===== config.mk =====
export PLATFORM = sky130hd
export DESIGN_NAME = spc_self_program_control
export DESIGN_NICKNAME = d
export VERILOG_FILES = /design/src/core/spc_pkg.sv /design/src/core/spc_self_program_control.sv
export VERILOG_INCLUDE_DIRS = /design/src /design/src/core
export SDC_FILE = /design/constraint.sdc
export NUM_CORES = 1
export LEC_CHECK = 0
export ABC_AREA = 1
export BUFFER_PORTS_ARGS = -buffer_cell sky130_fd_sc_hd__clkbuf_2
export CAP_MARGIN = 10
export CORE_MARGIN = 2
export CORE_UTILIZATION = 60
export DETAILED_ROUTE_END_ITERATION = 6
export GPL_TIMING_DRIVEN = 0
export HOLD_SLACK_MARGIN = 0.15
export PLACE_DENSITY_LB_ADDON = 0.12
export SYNTH_ARGS = -nofsm -noshare
export SYNTH_HDL_FRONTEND = slang
export SYNTH_SLANG_ARGS = --single-unit

===== constraint.sdc =====
create_clock -name i_clk -period 3.6 [get_ports i_clk]
set_input_delay 0.36 -clock i_clk [delete_from_list [all_inputs] [get_ports i_clk]]
set_output_delay 0.36 -clock i_clk [all_outputs]
set_load 0.02 [all_outputs]

===== src/core/spc_consts.svh =====
// constants for the self program control block
`ifndef SPC_CONSTS_SVH
`define SPC_CONSTS_SVH
`define SPC_CSR_ADDR 6'h37
`define SPC_CSR_RESET 8'h00
`define SPC_BIT_IRQ_EN 7
`define SPC_BIT_SIGNATURE_READ 5
`define SPC_BIT_RWWRE 4
`define SPC_BIT_LOCK 3
`define SPC_BIT_PGWR 2
`define SPC_BIT_PGER 1
`define SPC_BIT_EN 0
`define SPC_CMD_RWWRE 5'h11
`define SPC_CMD_LOCK 5'h09
`define SPC_CMD_PGWR 5'h05
`define SPC_CMD_PGER 5'h03
`define SPC_CMD_FILL 5'h01
`define SPC_SPM_WINDOW 3'h4
`define SPC_LPM_WINDOW 3'h3
`define SPC_RC_HZ 128000
`define SPC_PROG_MIN_US 3700
`define SPC_PROG_MAX_US 4500
`define SPC_PROG_TICKS ((`SPC_PROG_MIN_US * `SPC_RC_HZ + 999999) / 1000000)
`define SPC_PROG_MAX_TICKS ((`SPC_PROG_MAX_US * `SPC_RC_HZ) / 1000000)
`define SPC_PAGE_WORDS 32
`endif


===== src/core/spc_pkg.sv =====
// types for the self program control block
package spc_pkg;
    typedef enum logic [2:0] {
        SPC_IDLE = 3'b001,
        SPC_ARMED = 3'b010,
        SPC_BUSY = 3'b100
    } spc_state_t;
endpackage


===== src/core/spc_self_program_control.sv =====
// self program control and status register with spm/lpm sequencing
`timescale 1ns/1ps
`default_nettype none
`include "spc_consts.svh"
// How it works
// a flash erase or write lasts 3.7 to 4.5 ms, timed by rc oscillator ticks.
// ready interrupt needs enable bit and global i bit; asserts while enable clear.
// no ready interrupt during eeprom write or busy store-program operation.
// section busy bit 6 is read-only and always reads zero.
// signature read: lpm in three cycles returns signature byte; spm does nothing.
// writing section read enable during buffer fill clears the whole buffer.
// lock read: lpm in three cycles returns lock or fuse byte by z pointer.
// page write command writes the buffer to page at z upper bits.
// page write bit clears at end or timeout; cpu halted meanwhile.
// page erase command erases page at z upper bits, then auto-clears.
// self program enable allows spm only for the next four cycles.
// enable alone: spm stores the data pair into buffer word from z.
// enable clears after spm or four idle cycles; stays during erase/write.
// only the five listed low-bit command values take effect.
// software should poll the section busy flag after programming.
// software waits for enable bit clear before a new command.
// software disables interrupts and waits for eeprom idle before writing.
// eeprom write blocks store-program operations and fuse or lock reads.
// buffer erased after page write and reset; each word written once.
// z 0 fuse low, 1 lock, 2 extended fuse, 3 fuse high.
// fuse and lock bits read zero when programmed, one when not.
// each enable write restarts the window; expiry clears the command bits. A write in the expiry cycle or with a taken spm/lpm is dropped.
module spc_self_program_control (
    input wire logic i_clk,
    input wire logic i_rst_n,
    input wire logic i_io_we,
    input wire logic [5:0] i_io_addr,
    input wire logic [7:0] i_io_wdata,
    output logic [7:0] o_io_rdata,
    input wire logic i_spm,
    input wire logic i_lpm,
    input wire logic [15:0] i_z_ptr,
    input wire logic [15:0] i_write_data_pair,
    input wire logic i_global_irq,
    input wire logic i_eeprom_write_status,
    input wire logic i_rc_tick,
    input wire logic [7:0] i_fuse_low,
    input wire logic [7:0] i_fuse_high,
    input wire logic [7:0] i_fuse_ext,
    input wire logic [7:0] i_lock_bits,
    input wire logic [7:0] i_sig_byte,
    input wire logic i_flash_done,
    output logic o_lpm_override,
    output logic [7:0] o_lpm_data,
    output logic o_cpu_halt,
    output logic o_flash_erase,
    output logic o_flash_write,
    output logic [9:0] o_flash_page,
    output logic [15:0] o_flash_buf_word,
    output logic o_ready_irq
);
    spc_pkg::spc_state_t state_r, state_nxt;
    logic [7:0] csr_r, csr_nxt;
    logic [2:0] win_r, win_nxt;
    logic [15:0] tick_r, tick_nxt;
    logic [15:0] buf_r [0:`SPC_PAGE_WORDS-1];
    logic [`SPC_PAGE_WORDS-1:0] used_r, used_nxt;
    logic buf_we;
    logic [4:0] buf_idx;
    logic [7:0] lpm_data_nxt;
    logic lpm_ovr_nxt;
    logic [9:0] page_nxt;
    logic erase_nxt, write_nxt;
    logic csr_wr;
    logic [4:0] cmd;

    function automatic logic cmd_legal(input logic [4:0] c);
        cmd_legal = (c == `SPC_CMD_RWWRE) || (c == `SPC_CMD_LOCK) || (c == `SPC_CMD_PGWR)
            || (c == `SPC_CMD_PGER) || (c == `SPC_CMD_FILL);
    endfunction

    function automatic logic [7:0] fuse_sel(input logic [1:0] z, input logic [7:0] fl,
        input logic [7:0] lk, input logic [7:0] fe, input logic [7:0] fh);
        case (z)
            2'h0: fuse_sel = fl;
            2'h1: fuse_sel = lk;
            2'h2: fuse_sel = fe;
            default: fuse_sel = fh;
        endcase
    endfunction

    assign csr_wr = i_io_we && (i_io_addr == `SPC_CSR_ADDR);
    assign cmd = i_io_wdata[4:0];
    assign buf_idx = i_z_ptr[5:1];
    assign o_io_rdata = {csr_r[7], 1'b0, csr_r[5:0]};
    assign o_ready_irq = csr_r[`SPC_BIT_IRQ_EN] && i_global_irq && !csr_r[`SPC_BIT_EN]
        && !i_eeprom_write_status && (state_r != spc_pkg::SPC_BUSY);
    assign o_cpu_halt = (state_r == spc_pkg::SPC_BUSY);
    assign o_flash_buf_word = buf_r[i_z_ptr[5:1]];

    always_comb begin
        state_nxt = state_r;
        csr_nxt = csr_r;
        win_nxt = win_r;
        tick_nxt = tick_r;
        used_nxt = used_r;
        buf_we = 1'b0;
        lpm_data_nxt = o_lpm_data;
        lpm_ovr_nxt = 1'b0;
        page_nxt = o_flash_page;
        erase_nxt = 1'b0;
        write_nxt = 1'b0;
        case (state_r)
            spc_pkg::SPC_IDLE: begin
                if (csr_wr) begin
                    csr_nxt[7] = i_io_wdata[7];
                    if (cmd_legal(cmd) && !i_eeprom_write_status) begin
                        csr_nxt[5:0] = i_io_wdata[5:0];
                        win_nxt = 3'h0;
                        state_nxt = spc_pkg::SPC_ARMED;
                        if (cmd == `SPC_CMD_RWWRE) begin
                            used_nxt = '0;
                        end
                    end
                end
            end
            spc_pkg::SPC_ARMED: begin
                win_nxt = win_r + 3'h1;
                if (i_lpm && (win_r < `SPC_LPM_WINDOW) && !i_eeprom_write_status
                    && (csr_r[`SPC_BIT_LOCK] || csr_r[`SPC_BIT_SIGNATURE_READ])) begin
                    lpm_ovr_nxt = 1'b1;
                    lpm_data_nxt = csr_r[`SPC_BIT_SIGNATURE_READ] ? i_sig_byte
                        : fuse_sel(i_z_ptr[1:0], i_fuse_low, i_lock_bits,
                                   i_fuse_ext, i_fuse_high);
                    csr_nxt[5:0] = 6'h00;
                    state_nxt = spc_pkg::SPC_IDLE;
                end else if (i_spm && (win_r < `SPC_SPM_WINDOW) && !i_eeprom_write_status) begin
                    page_nxt = i_z_ptr[15:6];
                    if (csr_r[`SPC_BIT_SIGNATURE_READ] || csr_r[`SPC_BIT_LOCK]) begin
                        csr_nxt[5:0] = 6'h00;
                        state_nxt = spc_pkg::SPC_IDLE;
                    end else if (csr_r[`SPC_BIT_PGWR] || csr_r[`SPC_BIT_PGER]) begin
                        erase_nxt = csr_r[`SPC_BIT_PGER];
                        write_nxt = csr_r[`SPC_BIT_PGWR];
                        tick_nxt = 16'h0000;
                        state_nxt = spc_pkg::SPC_BUSY;
                    end else begin
                        if (!csr_r[`SPC_BIT_RWWRE] && !used_r[buf_idx]) begin
                            buf_we = 1'b1;
                            used_nxt[buf_idx] = 1'b1;
                        end
                        csr_nxt[5:0] = 6'h00;
                        state_nxt = spc_pkg::SPC_IDLE;
                    end
                end else if (win_r == `SPC_SPM_WINDOW - 3'h1) begin
                    csr_nxt[5:0] = 6'h00;
                    state_nxt = spc_pkg::SPC_IDLE;
                end
                if (csr_wr && state_nxt == spc_pkg::SPC_ARMED) begin
                    csr_nxt[7] = i_io_wdata[7];
                    if (cmd_legal(cmd) && !i_eeprom_write_status) begin
                        csr_nxt[5:0] = i_io_wdata[5:0];
                        win_nxt = 3'h0;
                        if (cmd == `SPC_CMD_RWWRE) begin
                            used_nxt = '0;
                        end
                    end
                end
            end
            spc_pkg::SPC_BUSY: begin
                if (i_rc_tick) begin
                    tick_nxt = tick_r + 16'h0001;
                end
                if (csr_wr) begin
                    csr_nxt[7] = i_io_wdata[7];
                end
                if ((tick_r >= 16'(`SPC_PROG_TICKS) && i_flash_done)
                    || tick_r >= 16'(`SPC_PROG_MAX_TICKS)) begin
                    if (csr_r[`SPC_BIT_PGWR]) begin
                        used_nxt = '0;
                    end
                    csr_nxt[5:0] = 6'h00;
                    state_nxt = spc_pkg::SPC_IDLE;
                end
            end
            default: state_nxt = spc_pkg::SPC_IDLE;
        endcase
    end

    always_ff @(posedge i_clk or negedge i_rst_n) begin
        if (!i_rst_n) begin
            state_r <= spc_pkg::SPC_IDLE;
            csr_r <= `SPC_CSR_RESET;
            win_r <= 3'h0;
            tick_r <= 16'h0000;
            used_r <= '0;
            o_lpm_data <= 8'h00;
            o_lpm_override <= 1'b0;
            o_flash_page <= 10'h000;
            o_flash_erase <= 1'b0;
            o_flash_write <= 1'b0;
        end else begin
            state_r <= state_nxt;
            csr_r <= csr_nxt;
            win_r <= win_nxt;
            tick_r <= tick_nxt;
            used_r <= used_nxt;
            o_lpm_data <= lpm_data_nxt;
            o_lpm_override <= lpm_ovr_nxt;
            o_flash_page <= page_nxt;
            o_flash_erase <= erase_nxt;
            o_flash_write <= write_nxt;
        end
    end

    always_ff @(posedge i_clk) begin
        if (buf_we) begin
            buf_r[buf_idx] <= i_write_data_pair;
        end
    end

    property p_bit6_zero;
        @(posedge i_clk) disable iff (!i_rst_n) o_io_rdata[6] == 1'b0;
    endproperty
    a_bit6_zero: assert property (p_bit6_zero) else $error("busy bit not zero");

    property p_irq_gate;
        @(posedge i_clk) disable iff (!i_rst_n)
            o_ready_irq |-> (i_global_irq && csr_r[7] && !csr_r[0]);
    endproperty
    a_irq_gate: assert property (p_irq_gate) else $error("irq without enables");

    property p_irq_quiet;
        @(posedge i_clk) disable iff (!i_rst_n)
            (i_eeprom_write_status || o_cpu_halt) |-> !o_ready_irq;
    endproperty
    a_irq_quiet: assert property (p_irq_quiet) else $error("irq during write");

    property p_window;
        @(posedge i_clk) disable iff (!i_rst_n)
            (state_r == spc_pkg::SPC_IDLE) ##1 (state_r == spc_pkg::SPC_ARMED)
            ##0 (!i_spm && !csr_wr) ##1 (!i_spm && !csr_wr) ##1 (!i_spm && !csr_wr)
            ##1 (!i_spm && !i_lpm && !csr_wr) |=> !csr_r[0];
    endproperty
    a_window: assert property (p_window) else $error("enable outlived window");

    property p_halt_hold;
        @(posedge i_clk) disable iff (!i_rst_n) o_cpu_halt |-> csr_r[0];
    endproperty
    a_halt_hold: assert property (p_halt_hold) else $error("enable dropped in op");

    property p_illegal;
        @(posedge i_clk) disable iff (!i_rst_n)
            (state_r == spc_pkg::SPC_IDLE && csr_wr && !cmd_legal(cmd))
            |=> (state_r == spc_pkg::SPC_IDLE);
    endproperty
    a_illegal: assert property (p_illegal) else $error("illegal command took");

    property p_min_time;
        @(posedge i_clk) disable iff (!i_rst_n)
            (o_cpu_halt && !state_nxt[2]) |-> tick_r >= 16'(`SPC_PROG_TICKS);
    endproperty
    a_min_time: assert property (p_min_time) else $error("flash op too short");

    property p_max_time;
        @(posedge i_clk) disable iff (!i_rst_n)
            o_cpu_halt |-> tick_r <= 16'(`SPC_PROG_MAX_TICKS);
    endproperty
    a_max_time: assert property (p_max_time) else $error("flash op too long");

    property p_ee_block;
        @(posedge i_clk) disable iff (!i_rst_n)
            (i_eeprom_write_status && i_lpm) |=> !o_lpm_override;
    endproperty
    a_ee_block: assert property (p_ee_block) else $error("lpm read in eeprom write");
endmodule
`default_nettype wire


### Word-level counts from Yosys, hierarchy flattened

Memories as Yosys holds them, arrays and structs flattened.
Cells that the tools add are included.

| word-level totals | value |
|---|---|
| register bits | 82 |
| memory bits (writable) | 512 |
| input port bits | 95 |
| word-level logic and storage cells | 163 |
| memories | 1 |

Memories:

| memory | depth | bits a word | rd ports | clocked after memory_dff | wr ports | RTL line | RTL |
|---|---|---|---|---|---|---|---|
| buf_r | 32 | 16 | 1 | 0 | 1 | spc_self_program_control.sv:61 | `` logic [15:0] buf_r [0:`SPC_PAGE_WORDS-1]; `` |

| operators by class | value |
|---|---|
| add/sub/neg operators | 2 |
| $lt $le $gt $ge | 6 |
| eq/ne operators | 26 |
| mux-type cells | 75 |
| bitwise operators | 2 |
| reduce and logical (&&, ||, !) cells | 40 |

Operators with widths:

| kind | number |
|---|---|
| two-way mux 32 bit | 13 |
| case mux 32 bit (3 select lines) | 1 |
| two-way mux 16 bit | 5 |
| two-way mux 6 bit | 10 |
| two-way mux 3 bit | 13 |
| OR 32 bit | 1 |
| case mux 16 bit (2 select lines) | 1 |
| two-way mux 1 bit | 24 |
| case mux 8 bit (3 select lines) | 1 |
| inequality test 2 bit (second input constant) | 9 |
| case mux 6 bit (3 select lines) | 1 |
| adder 16 x 1 -> 16 bit (second input constant) | 1 |
| greater-or-equal comparator 16 x 10 -> 1 bit (second input constant) | 1 |
| greater-or-equal comparator 16 x 9 -> 1 bit (second input constant) | 1 |
| logical AND 1 bit | 15 |
| AND reduction 3 bit | 4 |
| AND reduction 6 bit | 2 |
| == test 3 x 2 -> 1 bit (second input constant) | 3 |
| case mux 3 bit (3 select lines) | 1 |
| two-way mux 8 bit | 1 |
| logical OR 1 bit | 7 |
| == test 6 bit (second input constant) | 1 |
| < comparator 5 x 6 -> 1 bit (second input constant) | 1 |
| inequality test 2 x 1 -> 1 bit (second input constant) | 3 |
| other kinds (26) | 31 |

### Depth between registers and ports, before layout

Gate-level depths: netlist of the first run.

| depth | value |
|---|---|
| depth after elaboration | 14 |
| mapped depth | 14 |
| gate-level depth less buffers | 13 |

### Worst setup path after synthesis of the first run

No wires, ideal clock.

| timing | value |
|---|---|
| kind | in2reg |
| from | input port i_z_ptr[2] |
| to | memory buf_r[22][0], enable pin |
| setup time | 0.409 ns |
| data arrival time | 2.433 ns |
| data required time | 3.191 ns |
| path slack | 0.758 ns |
| cell stages on the path | 7 |
| cell sequence | buf_4 -> nand2_2 -> inv_2 -> buf_2 -> buf_1 -> nand2_1 -> nor3_1 |

| on the way | value |
|---|---|
| longest elaborated chain between the ends | 12 |

RTL lines:

| element | RTL line | RTL |
|---|---|---|
| from (decl) | spc_self_program_control.sv:37 | `input wire logic [15:0] i_z_ptr,` |
| binary-select mux 1 bit (select 5 bit) | spc_self_program_control.sv:143 | `` if (!csr_r[`SPC_BIT_RWWRE] && !used_r[buf_idx]) begin `` |
| two-way mux 1 bit (implied by the code) | spc_self_program_control.sv:143 |  |
| zero test 1 bit | spc_self_program_control.sv:143 |  |
| logical AND 1 bit | spc_self_program_control.sv:143 |  |
| two-way mux 1 bit | spc_self_program_control.sv:143 |  |
| two-way mux 1 bit | spc_self_program_control.sv:137 | `` end else if (csr_r[`SPC_BIT_PGWR] \|\| csr_r[`SPC_BIT_PGER]) begin `` |
| two-way mux 1 bit | spc_self_program_control.sv:134 | `` if (csr_r[`SPC_BIT_SIGNATURE_READ] \|\| csr_r[`SPC_BIT_LOCK]) begin `` |
| two-way mux 1 bit | spc_self_program_control.sv:132 | `` end else if (i_spm && (win_r < `SPC_SPM_WINDOW) && !i_eeprom_write_status) begin `` |
| two-way mux 1 bit | spc_self_program_control.sv:124 | `` if (i_lpm && (win_r < `SPC_LPM_WINDOW) && !i_eeprom_write_status `` |
| two-way mux 1 bit | spc_self_program_control.sv:108 | `case (state_r)` |
| two-way mux 1 bit | spc_self_program_control.sv:212 | `if (buf_we) begin` |
| two-way mux 1 bit (implied by the code) | spc_self_program_control.sv:213 | `buf_r[buf_idx] <= i_write_data_pair;` |
| to (decl) | spc_self_program_control.sv:61 |  |

Parallel ways exist; a longest one is shown, timed or not. The select of a mux whose other input is x is not followed.

### Final worst setup path of the first run

| timing | value |
|---|---|
| from | input port i_z_ptr[4] |
| to | output port o_flash_buf_word[1] |

| on the way | value |
|---|---|
| longest elaborated chain between the ends | 1 |

RTL lines:

| element | RTL line | RTL |
|---|---|---|
| memory (32 x 16 bit) | n/a |  |
| to (decl) | spc_self_program_control.sv:54 | `output logic [15:0] o_flash_buf_word,` |

Every way passes these cells.

==> results of run 1 <==
==> final cells by class <==
class,count,area (um2),area share
inverter,96,362,0.0128
multi-input combinational,1056,5820,0.207
clock buffer,74,1520,0.0540
timing repair buffer,214,1720,0.0609
sequential,594,17400,0.619
clock inverter,32,228,0.00808
tap,525,657,0.0233
buffer,88,433,0.0154
==> stage by stage <==
step	area (um2)	total power, mW	util	setup TNS, ns
2_1_floorplan	23900	9.30	-	0
3_3_place_gp	25300	9.98	0.639	-367.23
3_5_place_dp	26100	10.1	0.659	0
4_1_cts	28200	15.7	0.712	0
5_1_grt	28200	16.2	0.712	0
6_report	28200	15.7	0.712	0
==> worst paths after layout <==
path,cells after the start,slack [ns],endpoint
min in group asynchronous,2,0.19,tick_r[12]
worst min-delay path,5,0.16,o_lpm_data[3]
max in group asynchronous,3,2.76,used_r[16]
worst max-delay path,9,0.13,o_flash_buf_word[1]
worst max register to register,11,0.66,buf_r[4][4]
worst min register to register,2,0.50,csr_r[3]
==> logic make-up (layout without fill, tap and decap cells) <==
logic type / after synthesis / in the layout / synth area share
XOR/XNOR: 4 / 4 / 0.00146
adder cells (fa/ha/maj): 4 / 4 / 0.00209
buffers and inverters: 184 / 504 / 0.0332
multiplexers: 10 / 10 / 0.00470
AND/OR/NAND/NOR: 618 / 618 / 0.113
flip-flops: 594 / 594 / 0.728
AO/OA/AOI/OAI: 419 / 419 / 0.117
other: 1 / 1 / 0.000157
==> registers in the layout (all words and copies together), names as in the netlist, 3 cells and up <==
register,count
buf_r,512
state_r,3
win_r,3
used_r,32
o_flash_page,10
csr_r,7
tick_r,16
o_lpm_data,8
==> worst reg2reg max path: stages (launching register included) <==
cell,delay [ns]
dfrtp_1,0.39
nor2_1,0.16
inv_1,0.08
nor2_1,0.13
nand3_1,0.12
a21oi_1,0.17
nand3_2,0.16
inv_2,0.13
nand2_1,0.10
buf_4,0.22
nor2_2,0.72
buf_8,0.26
==> cell usage in the layout (no fill, tap or decap), types with 37 or more instances in the layout <==
cell type	instances
clkbuf_16	58
o21ai_0	47
nor2_1	118
dfrtp_1	81
a22oi_1	229
a21oi_1	105
inv_1	80
nand2_1	347
clkbuf_1	44
edfxtp_1	512
buf_2	37
clkbuf_2	138
==> power by group <==
part | leakage (nW) | total, mW | switching (mW) | internal [mW]
registers | 5.67 | 7.91 | 0.192 | 7.72
clock network | 0.857 | 5.67 | 2.55 | 3.12
logic | 3.72 | 2.13 | 1.44 | 0.688
total | 10.3 | 15.7 | 4.18 | 11.5
==> layer usage <==
metal / GRT usage / vias up / routed length (um) / part of all wire
li1: - / 7324 / - / -
met1: 0.431 / 8208 / 24800 / 0.36
met2: 0.542 / 1158 / 32600 / 0.47
met3: 0.0722 / 217 / 7950 / 0.11
met4: 0.187 / 0 / 3810 / 0.055
met5: 0 / - / 0 / 0
==> metrics, run 1 <==
routed vias/inst 6.31; skew final 0.0270 ns; H-tree levels 2; Tcrit/Tclk final 0.963; gp weighted congestion 0.920; num rows 73; critical-path cell list clkbuf_2 -> inv_2 -> nor3_4 -> inv_1 -> clkbuf_1 -> a21oi_1 -> nor4b_1 -> nand2_1 -> clkbuf_2; aggregate global-route resource usage 0.337; CTS tree built; ys flop type edfxtp_1; final worst slack 0.133 ns; Leak 10.3 nW; Setup Fix Bufs, Post-CTS 0; Diodes inserted 0; worst reg2reg startpoint csr_r[5]; clock slew at reported path FFs 0.06 ns; Setup WS pre-CTS 0.130 ns; Least-Margin Pin Slew 1.20 ns; Avg WL per Cell 25.8 um; grt total ovfl 0; 1st-iter DRT viols 2222; Hold Buf Count CTS 36; asr flop ratio synth 0.138; max-cap violations 0; Hold WC Path Type input pin to flop; critical-path maximum fanout 10; Crit Path Class input pin to output port; fillers 2572; count of flip-flops with a built-in enable after synthesis 512; # clock sinks 594; Fin Hold WS 0.158 ns; Worst EP arrival 3.11 ns; Mapped Cells 1834; Area Overhead vs Synth 17.7%; global-route wire length before repair 101000 um; Hold Startpoint i_fuse_ext[3]; status complete, no violations; # DRC 0; CP max stage delay 0.80 ns; Worst path top cell family by delay buffers and inverters; layout cells sized above 1 0.184; Die Ht 204 um; sequential share of the synthesized area 0.728; Routed Antenna Nets 0; Post-Layout Cell Count 2679; area of the mapped netlist 23900 um2; dpl cells 2537; Slew Limit Headroom 0.198; I/O pins 142; Port Buffers 139; Initial Util 0.605; Post-CTS Resized 0; Post-Syn Nets 1933; most frequent cell after synthesis edfxtp_1; DRT Pass-1 Iters 6; Die Area 41500 um2; FF+latch count, synth 594; TritonCTS Buffers 57; initial antenna violation count 0; layout net count 2206; CP endpoint kind output port; Crit. Startpoint i_z_ptr[4]; largest net degree at the start of global routing 66; Slowest-stage cell, CP clkbuf_1; HPWL after DPL 45600 um; Worst setup SP type input pin; vias 16900; RSZ-0062 raised after global routing no; area leader, netlist edfxtp_1; worst-case clock buffer depth 3; Placeable Area 39500 um2; DIE WIDTH 204 um; Synth Warn # 0; Max VDD drop 453 uV; Pwr per Cell Area 558 nW/um2; Avg Synthesized Cell Area 13.1 um2; Tmin final 3.47 ns; CTS root buffer clkbuf_16; vias in the first global route 16500; clock latency on the worst-skew pair 0.63 ns; Synth top cells by count edfxtp_1 (512), nand2_1 (347), a22oi_1 (229); top post-synthesis cells by area edfxtp_1 (64%), dfrtp_1 (8.5%), a22oi_1 (7.2%), nand2_1 (5.4%), a21oi_1 (2.2%); Distinct cells, synth 52; fmax 288 MHz; detailed-route wire length 69200 um; WP buf/inv 5; Final Hold Viols 0; cell mode on critical path clkbuf_2; area fraction of the dominant cell type after synthesis 0.642; pins over their slew limit 0; Req. time, crit path 3.24 ns; final setup violation count 0
Note: power is estimated with default switching activity, not from simulation.
==> inputs of run 2 (changes only) <==
--- a/config.mk
+++ b/config.mk
@@ -10,7 +10,7 @@
 export BUFFER_PORTS_ARGS = -buffer_cell sky130_fd_sc_hd__clkbuf_2
 export CAP_MARGIN = 10
 export CORE_MARGIN = 2
-export CORE_UTILIZATION = 60
+export CORE_UTILIZATION = 55
 export DETAILED_ROUTE_END_ITERATION = 6
 export GPL_TIMING_DRIVEN = 0
 export HOLD_SLACK_MARGIN = 0.15
==> run 2 against run 1 <==
Compared with the run above: sequential power hardly changed; critical endpoint is now o_flash_buf_word[11]; largest power group unchanged; critical path type unchanged; flip-flop and latch count stayed put; final area is 0.48% higher; total power is 1.5% higher.
==> metrics, run 2 (same netlist as run 1, synthesis figures left out) <==
DIE WIDTH 213 um (+4.4%); Leak 10.3 nW (+0.29%); 1st-iter DRT viols 2268 (+2.1%); Slew Limit Headroom 0.221 (+0.0233); Biggest register buf_r; Largest register FFs 512 (unchanged); TritonCTS Buffers 58 (+1.8%); TNS Setup 0 ns (unchanged); DRT Pass-1 Iters 5 (-1); Reg2Reg Depth 11 (unchanged); skew final 0.0302 ns (+0.00320 ns); worst reg2reg startpoint csr_r[5]; CTS root buffer clkbuf_16; Crit Path Class input pin to output port; Tmin final 3.37 ns (-0.0937 ns); status complete, no violations; Hold Path End tick_r[0]; vias in the first global route 16300 (-1.1%); pins over their slew limit 0 (unchanged); Port Buffers 139 (unchanged); commonest cells after routing, fill and taps aside edfxtp_1 (512), nand2_1 (347), a22oi_1 (229); Hold Startpoint i_rc_tick; Fin Hold WS 0.147 ns (-0.0113 ns); Tcrit/Tclk final 0.937 (-0.0260); routed vias/inst 6.11 (-3.2%); Placeable Area 43000 um2 (+8.7%); Post-CTS Resized 0 (unchanged); max-cap violations 0 (unchanged); clock latency on the worst-skew pair 0.64 ns (about the same); Avg WL per Cell 25.7 um (-0.61%); worst-case clock buffer depth 3 (unchanged); initial antenna violation count 0 (unchanged); Setup WS pre-CTS 0.153 ns (+0.0231 ns); M3 GR Usage 0.0601 (-0.0121); grt total ovfl 0 (unchanged); # DRC 0 (unchanged); GR Layer Usage met2 0.519 (-0.0229); HPWL after DPL 46400 um (+1.7%); # clock sinks 594 (unchanged); Most Crowded Layer GR met2; Worst EP arrival 3.01 ns (-0.10 ns); CTS tree built; routing usage on met1 0.413 (-0.0182); Die Ht 213 um (+4.4%); hold path depth 5 (unchanged); Pwr per Cell Area 563 nW/um2 (+1.0%); H-tree levels 2 (unchanged); most common cell after layout, fill and taps aside edfxtp_1; RSZ-0062 raised after global routing no; Req. time, crit path 3.24 ns (about the same); Initial Util 0.557 (-0.0483); final setup violation count 0 (unchanged); Total Power 15.9 mW (+1.5%); Die Area 45200 um2 (+8.9%); Least-Margin Pin Slew 1.17 ns (-0.0350 ns); I/O pins 142 (unchanged); RR Endpoint buf_r[8][11]; Largest regs buf_r x512, used_r x32, tick_r x16; largest net degree at the start of global routing 64 (-3.0%); final worst slack 0.226 ns (+0.0937 ns); R2R setup slack 0.71 ns (+0.05 ns); vias 16800 (-0.91%); num rows 76 (+4.1%); fmax 296 MHz (+2.8%); clock slew at reported path FFs 0.06 ns (about the same); detailed-route wire length 70400 um (+1.7%); gp weighted congestion 0.900 (-2.2%); Hold WC Path Type input pin to flop; Diodes inserted 0 (unchanged); Area Overhead vs Synth 18.3%; critical-path maximum fanout 10 (unchanged); Final Hold Viols 0 (unchanged); Worst setup SP type input pin; fillers 3181 (+24%); layout net count 2207 (+0.045%); global-route wire length before repair 102000 um (+0.85%); aggregate global-route resource usage 0.315 (-0.0218); Max VDD drop 477 uV (+5.3%); layout cells sized above 1 0.186 (+0.00168); Routed Antenna Nets 0 (unchanged); CP endpoint kind output port
[run 2: cell types whose count changed in the layout (fill, tap and decap cells not counted), moves of 2 or more]
cell,change
buf_4,+2
buf_6,+3
buf_8,-3
bufinv_16,+3
clkbuf_1,-2
nor2_2,-3
nor2_4,+3
[run 2: report_power, final]
part           total [mW]  internal (mW)  switching (mW)
clock                5.90           3.32            2.58
sequential           7.91           7.72           0.190
combinational        2.13          0.687            1.45
total                15.9           11.7            4.21
[run 2: timing repair]
action,CTS,global route
buffers inserted,0,0
endpoints found under the hold margin,106,0
hold buffers,35,0
setup endpoints to repair,0,0
[run 2: worst max-delay path: stages]
cell      delay (ns)
clkbuf_2        0.16
inv_2           0.12
nor3_4          0.43
inv_1           0.32
clkbuf_1        0.54
a21oi_1         0.52
a21o_1          0.21
nor2_1          0.06
nand4_1         0.10
clkbuf_2        0.19
[run 2: how the worst max path moves through the flow]
| stage | startpoint | to | slack [ns] | cells after the start |
|---|---|---|---|---|
| 3_3_place_gp | i_z_ptr[3] | buf_r[20][14] | -1.85 | 6 |
| 6_report | i_z_ptr[3] | o_flash_buf_word[11] | 0.23 | 10 |
| 2_1_floorplan | i_z_ptr[2] | buf_r[22][0] | 0.76 | 7 |
| 3_5_place_dp | i_z_ptr[2] | buf_r[26][13] | 0.15 | 10 |
| 5_1_grt | i_z_ptr[3] | o_flash_buf_word[10] | 0.15 | 9 |
| 4_1_cts | i_z_ptr[1] | o_flash_buf_word[11] | 0.30 | 10 |
[run 2: metrics by stage]
step | instances | util | instance area [um2]
floorplan | 1834 | - | 23900
global placement | 2558 | 0.590 | 25400
detailed placement | 2598 | 0.608 | 26100
CTS | 2741 | 0.659 | 28300
global route | 2741 | 0.659 | 28300
finish | 2741 | 0.659 | 28300
[run 2: layer usage]
metal | part of all wire | routed length [um] | vias up
met2 | 0.48 | 33500 | 1028
met1 | 0.38 | 26400 | 8217
met3 | 0.11 | 7400 | 179
met5 | 0 | 0 | -
met4 | 0.044 | 3090 | 0
li1 | - | - | 7329
[run 2: final cells by class]
cell class	count	area (um2)	share of cell area
well taps	585	732	0.0259
multi-input cells	1056	5840	0.206
repair buffers	214	1680	0.0595
flip-flops and latches	594	17400	0.616
clock inverters	37	327	0.0115
inverters	96	362	0.0128
clock buffers	71	1500	0.0530
plain buffers	88	433	0.0153
